<file path="config.mk">
export PLATFORM = sky130hd
export DESIGN_NAME = cbbx_exec
export DESIGN_NICKNAME = d
export VERILOG_FILES = /design/src/rtl/cbbx_pkg.sv /design/src/rtl/cbbx_flags.sv /design/src/rtl/cbbx_exec.sv
export VERILOG_INCLUDE_DIRS = /design/src /design/src/rtl
export SDC_FILE = /design/constraint.sdc
export NUM_CORES = 1
export LEC_CHECK = 0
export BUFFER_PORTS_ARGS = -buffer_cell sky130_fd_sc_hd__buf_4
export CORE_AREA = 2 2 105 107
export DETAILED_ROUTE_END_ITERATION = 7
export DIE_AREA = 0 0 107 109
export PLACE_DENSITY = 0.7
export SYNTH_ARGS = -nofsm -noshare
export SYNTH_HDL_FRONTEND = slang
export SYNTH_SLANG_ARGS = --single-unit
</file>
<file path="constraint.sdc">
create_clock -name CORE_CLK -period 6.8 [get_ports CORE_CLK]
set_input_delay 1.36 -clock CORE_CLK [delete_from_list [all_inputs] [get_ports CORE_CLK]]
set_output_delay 1.36 -clock CORE_CLK [all_outputs]
set_load 0.02 [all_outputs]
</file>
<file path="src/rtl/cbbx_defines.svh">
`ifndef CBBX_DEFINES_SVH
`define CBBX_DEFINES_SVH
// Functional notes
// - Compare-skip-equal skips next instruction when registers equal; 1/2/3 clocks.
// - Compares subtract without storing; update Z,N,V,C,H; one clock.
// - Register bit skips test a working register bit; skip on match; no flags.
// - I/O bit skips test an I/O register bit; skip on match; no flags.
// - Generic flag branch tests selected status bit; taken target PC+k+1; 1/2 clocks.
// - Same-or-higher taken on carry 0, lower on carry 1.
// - Signed branches use N xor V: less on 1, greater-equal on 0.
// - Half-carry branches taken on H set or clear variant.
// - Transfer-flag branches taken on T set or clear variant.
// - Overflow branches taken on V set or clear, flags unchanged.
// - Interrupt-state branches taken on I set or clear variant.
// - I/O bit set writes one to addressed bit, others kept, two clocks.
// - I/O bit clear writes zero to addressed bit, others kept, two clocks.
// - Rotate left: old carry into bit 0, bit 7 into carry; Z,C,N,V.
// - Rotate right: old carry into bit 7, bit 0 into carry; Z,C,N,V.
// - Arithmetic shift right keeps bit 7; updates Z,C,N,V.
// - Bit store copies selected register bit into T only.
`define CBBX_FLAG_C 0
`define CBBX_FLAG_Z 1
`define CBBX_FLAG_N 2
`define CBBX_FLAG_V 3
`define CBBX_FLAG_S 4
`define CBBX_FLAG_H 5
`define CBBX_FLAG_T 6
`define CBBX_FLAG_I 7
`define CBBX_STATUS_RESET 8'h00
`define CBBX_IO_CYCLES 2
`define CBBX_SKIP_ONE_WORD 2
`define CBBX_SKIP_TWO_WORD 3
`endif

</file>
<file path="src/rtl/cbbx_pkg.sv">
package cbbx_pkg;
	typedef enum logic [4:0] {
		CBBX_NOP, CBBX_CPSEQ, CBBX_CMP, CBBX_CMPC, CBBX_CMPI,
		CBBX_SKRC, CBBX_SKRS, CBBX_SKIC, CBBX_SKIS,
		CBBX_BFS, CBBX_BFC, CBBX_BSH, CBBX_BLO, CBBX_BLT, CBBX_BGE,
		CBBX_BHS, CBBX_BHC, CBBX_BTS, CBBX_BTC, CBBX_BVS, CBBX_BVC,
		CBBX_BIE, CBBX_BID, CBBX_IOSET, CBBX_IOCLR,
		CBBX_RLC, CBBX_RRC, CBBX_SRA, CBBX_SLL, CBBX_SRL, CBBX_SWAP, CBBX_TSTORE
	} cbbx_op_t;
	typedef enum {CBBX_IDLE, CBBX_WAIT, CBBX_IOWR} cbbx_state_t;
endpackage

</file>
<file path="src/rtl/cbbx_flags.sv">
`timescale 1ns/10ps
`include "cbbx_defines.svh"
module cbbx_flags #(
	parameter int WIDTH = 8
) (
	input wire logic [WIDTH-1:0] a,
	input wire logic [WIDTH-1:0] b,
	input wire logic cin,
	output logic [WIDTH-1:0] diff,
	output logic z,
	output logic n,
	output logic v,
	output logic c,
	output logic h
);
	initial begin
		if (WIDTH != 8) $error("cbbx_flags serves 8-bit data only");
	end
	logic [WIDTH:0] full;
	logic [4:0] low;
	// Subtract only; caller decides whether anything is stored
	always_comb begin
		full = {1'b0, a} - {1'b0, b} - {{WIDTH{1'b0}}, cin};
		low = {1'b0, a[3:0]} - {1'b0, b[3:0]} - {4'h0, cin};
		diff = full[WIDTH-1:0];
		c = full[WIDTH];
		h = low[4];
		n = diff[WIDTH-1];
		v = (a[WIDTH-1] & ~b[WIDTH-1] & ~diff[WIDTH-1])
			| (~a[WIDTH-1] & b[WIDTH-1] & diff[WIDTH-1]);
		z = (diff == {WIDTH{1'b0}});
	end
endmodule

</file>
<file path="src/rtl/cbbx_exec.sv">
`timescale 1ns/10ps
`include "cbbx_defines.svh"
module cbbx_exec #(
	parameter int PC_W = 16
) (
	input wire logic CORE_CLK,
	input wire logic SYS_RST,
	input wire logic OP_VALID,
	input wire cbbx_pkg::cbbx_op_t OP_CODE,
	input wire logic [7:0] RD_DATA,
	input wire logic [7:0] RR_DATA,
	input wire logic [7:0] IMM_DATA,
	input wire logic [2:0] BIT_SEL,
	input wire logic [6:0] BR_OFFSET,
	input wire logic NEXT_IS_TWO_WORD,
	input wire logic [7:0] IO_RDATA,
	input wire logic [7:0] STATUS_IN,
	input wire logic STATUS_LOAD,
	input wire logic [PC_W-1:0] PC_IN,
	output logic BUSY,
	output logic DONE,
	output logic [PC_W-1:0] PC_OUT,
	output logic PC_LOAD,
	output logic [7:0] RESULT,
	output logic RESULT_WE,
	output logic [7:0] IO_WDATA,
	output logic IO_WE,
	output logic [7:0] STATUS_OUT
);
	initial begin
		if (PC_W < 8 || PC_W > 32) $error("PC_W out of range");
	end
	cbbx_pkg::cbbx_state_t state_reg;
	logic [1:0] wait_reg;
	logic [7:0] stat_reg;
	logic [7:0] stat_next;
	logic [7:0] cmp_diff;
	logic cz;
	logic cn;
	logic cv;
	logic cc;
	logic ch;
	logic cin;
	logic [7:0] cmp_b;
	logic is_br;
	logic take_br;
	logic is_skip;
	logic skip_hit;
	logic is_cmp;
	logic is_io;
	logic redirect;
	logic [7:0] sh_val;
	logic sh_c;
	logic sh_upd;
	logic [PC_W-1:0] off_ext;
	logic [PC_W-1:0] rel_tgt;
	logic [PC_W-1:0] skip_tgt;
	logic accept;
	logic done_now;
	logic done_wait;
	logic done_io;
	logic flag_c;
	logic flag_z;
	logic flag_n;
	logic flag_v;
	logic flag_h;
	logic flag_t;
	logic flag_i;

	assign accept = OP_VALID && (state_reg == cbbx_pkg::CBBX_IDLE);
	assign BUSY = (state_reg != cbbx_pkg::CBBX_IDLE);
	assign STATUS_OUT = stat_reg;

	// Named flag taps keep the decode readable
	assign flag_c = stat_reg[`CBBX_FLAG_C];
	assign flag_z = stat_reg[`CBBX_FLAG_Z];
	assign flag_n = stat_reg[`CBBX_FLAG_N];
	assign flag_v = stat_reg[`CBBX_FLAG_V];
	assign flag_h = stat_reg[`CBBX_FLAG_H];
	assign flag_t = stat_reg[`CBBX_FLAG_T];
	assign flag_i = stat_reg[`CBBX_FLAG_I];

	// Compare with carry chains the previous borrow
	assign cin = (OP_CODE == cbbx_pkg::CBBX_CMPC) ? flag_c : 1'b0;
	assign cmp_b = (OP_CODE == cbbx_pkg::CBBX_CMPI) ? IMM_DATA : RR_DATA;
	assign is_cmp = (OP_CODE == cbbx_pkg::CBBX_CMP) || (OP_CODE == cbbx_pkg::CBBX_CMPC)
		|| (OP_CODE == cbbx_pkg::CBBX_CMPI);
	assign is_io = (OP_CODE == cbbx_pkg::CBBX_IOSET)
		|| (OP_CODE == cbbx_pkg::CBBX_IOCLR);

	cbbx_flags #(.WIDTH(8)) u_cmp (
		.a(RD_DATA),
		.b(cmp_b),
		.cin(cin),
		.diff(cmp_diff),
		.z(cz),
		.n(cn),
		.v(cv),
		.c(cc),
		.h(ch)
	);

	// Branch condition decode
	always_comb begin
		is_br = 1'b1;
		take_br = 1'b0;
		unique case (OP_CODE)
			cbbx_pkg::CBBX_BFS: begin
				take_br = stat_reg[BIT_SEL];
			end
			cbbx_pkg::CBBX_BFC: begin
				take_br = ~stat_reg[BIT_SEL];
			end
			cbbx_pkg::CBBX_BSH: begin
				take_br = ~flag_c;
			end
			cbbx_pkg::CBBX_BLO: begin
				take_br = flag_c;
			end
			cbbx_pkg::CBBX_BLT: begin
				take_br = flag_n ^ flag_v;
			end
			cbbx_pkg::CBBX_BGE: begin
				take_br = ~(flag_n ^ flag_v);
			end
			cbbx_pkg::CBBX_BHS: begin
				take_br = flag_h;
			end
			cbbx_pkg::CBBX_BHC: begin
				take_br = ~flag_h;
			end
			cbbx_pkg::CBBX_BTS: begin
				take_br = flag_t;
			end
			cbbx_pkg::CBBX_BTC: begin
				take_br = ~flag_t;
			end
			cbbx_pkg::CBBX_BVS: begin
				take_br = flag_v;
			end
			cbbx_pkg::CBBX_BVC: begin
				take_br = ~flag_v;
			end
			cbbx_pkg::CBBX_BIE: begin
				take_br = flag_i;
			end
			cbbx_pkg::CBBX_BID: begin
				take_br = ~flag_i;
			end
			default: begin
				is_br = 1'b0;
			end
		endcase
	end

	// Skip condition decode
	always_comb begin
		is_skip = 1'b1;
		skip_hit = 1'b0;
		unique case (OP_CODE)
			cbbx_pkg::CBBX_CPSEQ: begin
				skip_hit = (RD_DATA == RR_DATA);
			end
			cbbx_pkg::CBBX_SKRC: begin
				skip_hit = ~RR_DATA[BIT_SEL];
			end
			cbbx_pkg::CBBX_SKRS: begin
				skip_hit = RR_DATA[BIT_SEL];
			end
			cbbx_pkg::CBBX_SKIC: begin
				skip_hit = ~IO_RDATA[BIT_SEL];
			end
			cbbx_pkg::CBBX_SKIS: begin
				skip_hit = IO_RDATA[BIT_SEL];
			end
			default: begin
				is_skip = 1'b0;
			end
		endcase
	end

	// Offset is signed; target is PC plus offset plus one
	assign off_ext = {{(PC_W-7){BR_OFFSET[6]}}, BR_OFFSET};
	assign rel_tgt = PC_IN + off_ext + PC_W'(1);
	// Caller must flag a two-word follower, the block cannot see it
	assign skip_tgt = PC_IN + (NEXT_IS_TWO_WORD ? PC_W'(`CBBX_SKIP_TWO_WORD)
		: PC_W'(`CBBX_SKIP_ONE_WORD));
	assign redirect = (is_br && take_br) || (is_skip && skip_hit);

	// Shift and rotate datapath
	always_comb begin
		sh_val = RD_DATA;
		sh_c = flag_c;
		sh_upd = 1'b1;
		unique case (OP_CODE)
			cbbx_pkg::CBBX_RLC: begin
				sh_val = {RD_DATA[6:0], flag_c};
				sh_c = RD_DATA[7];
			end
			cbbx_pkg::CBBX_RRC: begin
				sh_val = {flag_c, RD_DATA[7:1]};
				sh_c = RD_DATA[0];
			end
			cbbx_pkg::CBBX_SRA: begin
				sh_val = {RD_DATA[7], RD_DATA[7:1]};
				sh_c = RD_DATA[0];
			end
			cbbx_pkg::CBBX_SLL: begin
				sh_val = {RD_DATA[6:0], 1'b0};
				sh_c = RD_DATA[7];
			end
			cbbx_pkg::CBBX_SRL: begin
				sh_val = {1'b0, RD_DATA[7:1]};
				sh_c = RD_DATA[0];
			end
			default: sh_upd = 1'b0;
		endcase
	end

	// Status next value; S is left alone, only the listed flags move
	always_comb begin
		stat_next = stat_reg;
		if (is_cmp) begin
			stat_next[`CBBX_FLAG_C] = cc;
			stat_next[`CBBX_FLAG_N] = cn;
			stat_next[`CBBX_FLAG_V] = cv;
			stat_next[`CBBX_FLAG_H] = ch;
			// Carry-chained compare only keeps Z clear across the chain
			if (OP_CODE == cbbx_pkg::CBBX_CMPC) begin
				stat_next[`CBBX_FLAG_Z] = cz & flag_z;
			end else begin
				stat_next[`CBBX_FLAG_Z] = cz;
			end
		end else if (OP_CODE == cbbx_pkg::CBBX_TSTORE) begin
			stat_next[`CBBX_FLAG_T] = RR_DATA[BIT_SEL];
		end else if (sh_upd) begin
			stat_next[`CBBX_FLAG_C] = sh_c;
			stat_next[`CBBX_FLAG_Z] = (sh_val == 8'h00);
			stat_next[`CBBX_FLAG_N] = sh_val[7];
			stat_next[`CBBX_FLAG_V] = sh_val[7] ^ sh_c;
		end
	end

	// Status register; an external load has priority only when no op is accepted
	always_ff @(posedge CORE_CLK) begin
		if (SYS_RST) begin
			stat_reg <= `CBBX_STATUS_RESET;
		end else if (accept) begin
			stat_reg <= stat_next;
		end else if (STATUS_LOAD) begin
			stat_reg <= STATUS_IN;
		end
	end

	// Sequencer: extra clocks for taken branches, skips and I/O writes
	always_ff @(posedge CORE_CLK) begin
		if (SYS_RST) begin
			state_reg <= cbbx_pkg::CBBX_IDLE;
			wait_reg <= 2'h0;
		end else begin
			unique case (state_reg)
				cbbx_pkg::CBBX_IDLE: begin
					if (accept && is_br && take_br) begin
						state_reg <= cbbx_pkg::CBBX_WAIT;
						wait_reg <= 2'h0;
					end else if (accept && is_skip && skip_hit) begin
						state_reg <= cbbx_pkg::CBBX_WAIT;
						wait_reg <= NEXT_IS_TWO_WORD ? 2'h1 : 2'h0;
					end else if (accept && is_io) begin
						state_reg <= cbbx_pkg::CBBX_IOWR;
					end
				end
				cbbx_pkg::CBBX_WAIT: begin
					if (wait_reg == 2'h0) begin
						state_reg <= cbbx_pkg::CBBX_IDLE;
					end else begin
						wait_reg <= wait_reg - 2'h1;
					end
				end
				cbbx_pkg::CBBX_IOWR: begin
					state_reg <= cbbx_pkg::CBBX_IDLE;
				end
			endcase
		end
	end

	// Result value; held until the next shift or swap
	always_ff @(posedge CORE_CLK) begin
		if (SYS_RST) begin
			RESULT <= 8'h00;
		end else if (accept && sh_upd) begin
			RESULT <= sh_val;
		end else if (accept && OP_CODE == cbbx_pkg::CBBX_SWAP) begin
			RESULT <= {RD_DATA[3:0], RD_DATA[7:4]};
		end
	end

	always_ff @(posedge CORE_CLK) begin
		if (SYS_RST) begin
			RESULT_WE <= 1'b0;
		end else begin
			RESULT_WE <= accept && (sh_upd || OP_CODE == cbbx_pkg::CBBX_SWAP);
		end
	end

	// Read-modify-write of the port value seen at acceptance
	always_ff @(posedge CORE_CLK) begin
		if (SYS_RST) begin
			IO_WDATA <= 8'h00;
		end else if (accept && OP_CODE == cbbx_pkg::CBBX_IOSET) begin
			IO_WDATA <= IO_RDATA | (8'h01 << BIT_SEL);
		end else if (accept && OP_CODE == cbbx_pkg::CBBX_IOCLR) begin
			IO_WDATA <= IO_RDATA & ~(8'h01 << BIT_SEL);
		end
	end

	always_ff @(posedge CORE_CLK) begin
		if (SYS_RST) begin
			PC_LOAD <= 1'b0;
		end else begin
			PC_LOAD <= accept && redirect;
		end
	end

	// Program counter redirect registered at acceptance
	always_ff @(posedge CORE_CLK) begin
		if (SYS_RST) begin
			PC_OUT <= '0;
		end else if (accept && redirect) begin
			PC_OUT <= is_br ? rel_tgt : skip_tgt;
		end
	end

	assign IO_WE = (state_reg == cbbx_pkg::CBBX_IOWR);
	// Completion: same cycle for one-clock ops, else when the sequencer drains
	assign done_io = (state_reg == cbbx_pkg::CBBX_IOWR);
	assign done_wait = (state_reg == cbbx_pkg::CBBX_WAIT) && (wait_reg == 2'h0);
	assign done_now = accept && !redirect && !is_io;
	assign DONE = done_io || done_wait || done_now;
endmodule

</file>
==> run_results.csv <==
group,metric,value,unit
run_status,outcome,"finished, final reports clean",
critical_path,startpoint_type,"input pin",
clock_tree,cts_setup_buffers,0,
logic_synthesis,async_flop_share,0,
logic_synthesis,ys_ff_latch,46,
routing,vias,5002,
sta,finalMaxSlewViolations,0,
pwr,power,1.030,mW
logic_synthesis,synth_nets,742,
global_routing,grt_pass1_vias,4689,
final_layout,area_delta_synth_final,21.37,%
critical_path,end_kind,"flop",
clock_tree,clk_pin_slew,0.10,ns
clock_tree,cts_max_level,2,
pwr,ir_drop,0.08367,mV
sta,setup_tns,0,ns
place,hpwl,10.94,mm
clock_tree,cts-buffers-inserted,5,
final_layout,drive_above_1_share,0.2193,
clock_tree,cts_hold_buf,0,
place,gp_congestion,0.9049,
sta,fmax,191.1,MHz
clock_tree,cts.sink_count,46,
pwr,cellPowerDensity,177.9,mW/mm2
critical_path,worstSetupPathType,"in2reg",
run,drv_cap,0,
sta,fin_crit,5.234,ns
critical_path,cp.depth,16,
sta,max_slew_margin,0.2557,
final_layout,antenna_cells,0,
sta,finClkSkew,0.006578,ns
die,core_area,0.01060,mm2
clock_tree,clk_path_buf_depth,2,
logic_synthesis,synth_common_cells,"nor2_1, nand2_1, dfxtp_1",
global_routing,antenna_found_initial,0,
die,ios,121,
logic_synthesis,synth_xor_xnor_area_share,0.06425,
logic_synthesis,yosysMostFrequentCell,"nor2_1",
global_routing,grt_max_degree,43,
final_layout,fill_cells,1049,
logic_synthesis,synthSimpleGateAreaFrac,0.2250,
logic_synthesis,synth_top_area_frac,0.1930,
logic_synthesis,ys_top_cells_by_area,"dfxtp_1, ha_1, nor2_1",
logic_synthesis,synthAdderAreaFrac,0.1070,
logic_synthesis,synth_compound_area_frac,0.2659,
place,portBuffers,120,
critical_path,path_cells,"buf_4 > nand2b_1 > nor4_2 > buf_4 > mux2_2 > fa_1 > inv_1 > ha_1 > o21ai_0 > a31oi_1 > o21a_1 > o21a_1 > o311ai_0 > mux2_2 > a221oi_1 > nor2_1",
routing,drc,0,
routing,drt_iter0_markers,466,
routing,ant_nets,0,
die,die_area,0.01166,mm2
logic_synthesis,ys_types,71,
logic_synthesis,avgSynthCellArea,7.609,um2
routing,viasPerCell,5.783,
critical_path,rr_worst_depth,12,
global_routing,grt.overflow.total,0,
routing,wl_per_cell,16.34,um
sta,rsz0062_at_grt,"false",
logic_synthesis,synth_top_family_by_area,"compound AO/OA/AOI/OAI gates",
routing,dr.pass1.iters,5,
routing,wl,14.13,mm
logic_synthesis,synthMuxAreaShare,0.07763,
final_layout,nets,839,
die,rows,38,
logic_synthesis,synth_top_area_cell,"dfxtp_1",
logic_synthesis,synth_edf_count,0,
die,start_util,0.4500,
critical_path,critical_path.max_stage_delay,0.63,ns
critical_path,path_delay_family,"compound AO/OA/AOI/OAI gates",
sta,finalSetupViolations,0,
clock_tree,cts_root_buffer,"clkbuf_8",
pwr,power_leakage,2.447,nW
critical_path,cp_slowest_cell,"o311ai_0",
sta,tightest_slew,1.108,ns
die,die_w,107,um
hold_path,hold-path-cell-count,2,
clock_tree,cts-resized-gates,0,
global_routing,grt_pass1_wl,22.92,mm
clock_tree,tritoncts,"yes",
logic_synthesis,synth_cells,627,
final_layout,multi_input_area,0.003530,mm2
die,die_h,109,um
sta,hold_violations,0,
logic_synthesis,netlist_area,0.004771,mm2
clock_tree,clk-insertion-delay-late,0.31,ns
critical_path,worstPathRequired,7.00,ns
critical_path,path_buf_inv,3,
critical_path,arrival,5.43,ns
final_layout,largest_register_ffs,16,
critical_path,crit_fanout,23,
final_layout,largest_register,"PC_OUT",
logic_synthesis,yosys_warnings,0,
sta,post-route-period-util,0.7697,
global_routing,grt.total_usage,0.2436,
logic_synthesis,yosysSeqAreaShare,0.1930,
final_layout,seqCellArea,920.9,um2
logic_synthesis,ys.flop_type,"dfxtp_1",
hold_path,hp-class,"reg2reg",
==> layer usage <==
metal	routed length (um)	track usage
met5	0	0
met4	235	0.07607
met3	707	0.01853
met2	6979	0.4299
met1	6210	0.3175
==> path summary, 6_finish.rpt <==
| path | startpoint | to | slack (ns) |
|---|---|---|---|
| max | OP_CODE[2] | STATUS_OUT[3] | 1.57 |
| max reg2reg | STATUS_OUT[0] | STATUS_OUT[3] | 2.92 |
| min | PC_OUT[13] | PC_OUT[13] | 0.46 |
| min reg2reg | PC_OUT[13] | PC_OUT[13] | 0.46 |
==> kinds of logic after synthesis <==
| family | count (synthesis) |
|---|---|
| AOI/OAI and AO/OA | 177 |
| xor gates and xnor gates | 35 |
| adders and majority gates | 39 |
| buffers and inverters | 75 |
| DFF | 46 |
| muxes | 31 |
| and+or+nand+nor | 224 |
==> power breakdown <==
part | internal (mW) | total, mW | leakage [nW] | switching, mW
Clock | 0.0728 | 0.180 | 0.0483 | 0.107
Combinational | 0.219 | 0.523 | 2.02 | 0.304
Sequential | 0.300 | 0.328 | 0.374 | 0.0279
==> worst reg2reg max path, delay by kind of cell (launching register included) <==
family                     cells  cell delay [ns]
muxes                          1             0.41
AOI/OAI and AO/OA              6             1.64
DFF                            1             0.52
and+or+nand+nor                3             0.52
adders and majority gates      2             0.69
==> area by class of cell <==
| type | count | share of cell area |
|---|---|---|
| inverter | 43 | 0.02787 |
| multi-input combinational | 506 | 0.6096 |
| clock buffer | 5 | 0.01188 |
| sequential | 46 | 0.1590 |
| tap | 140 | 0.03025 |
| clock inverter | 3 | 0.003241 |
| timing repair buffer | 122 | 0.1582 |
==> placed cells by master, fill, tap and decap left out, types with 4 or more instances in the layout <==
cell type / count
nor2b_1: 8
and3_1: 5
nor2_1: 66
a211oi_1: 8
nand4_1: 4
a22o_1: 9
nor4_1: 5
mux2i_1: 13
a32oi_1: 6
xor2_1: 18
dfxtp_1: 46
a22oi_1: 5
a311oi_1: 4
mux2_2: 13
o21ai_0: 28
a31oi_1: 8
a21oi_1: 40
and2_1: 6
xnor2_1: 17
buf_4: 122
nand2b_1: 13
nand4b_1: 4
ha_1: 36
clkbuf_8: 5
o211ai_1: 13
nand2_1: 64
inv_1: 43
o21a_1: 8
or3_1: 6
o31ai_1: 6
a21o_1: 5
nand3_1: 15
nor3_1: 20
==> stage by stage <==
step	instances	hold WS, ns	utilization	area [um2]	worst slack (ns)
after floorplan	627	0.4904	-	4771	1.390
after global placement	857	0.4439	0.5379	5703	1.392
after detailed placement	857	0.4511	0.5379	5703	1.264
after CTS	865	0.4668	0.5461	5791	1.579
after global routing	865	0.4869	0.5461	5791	1.320
final	865	0.4642	0.5461	5791	1.566
Power figures use the tool's default switching activity.
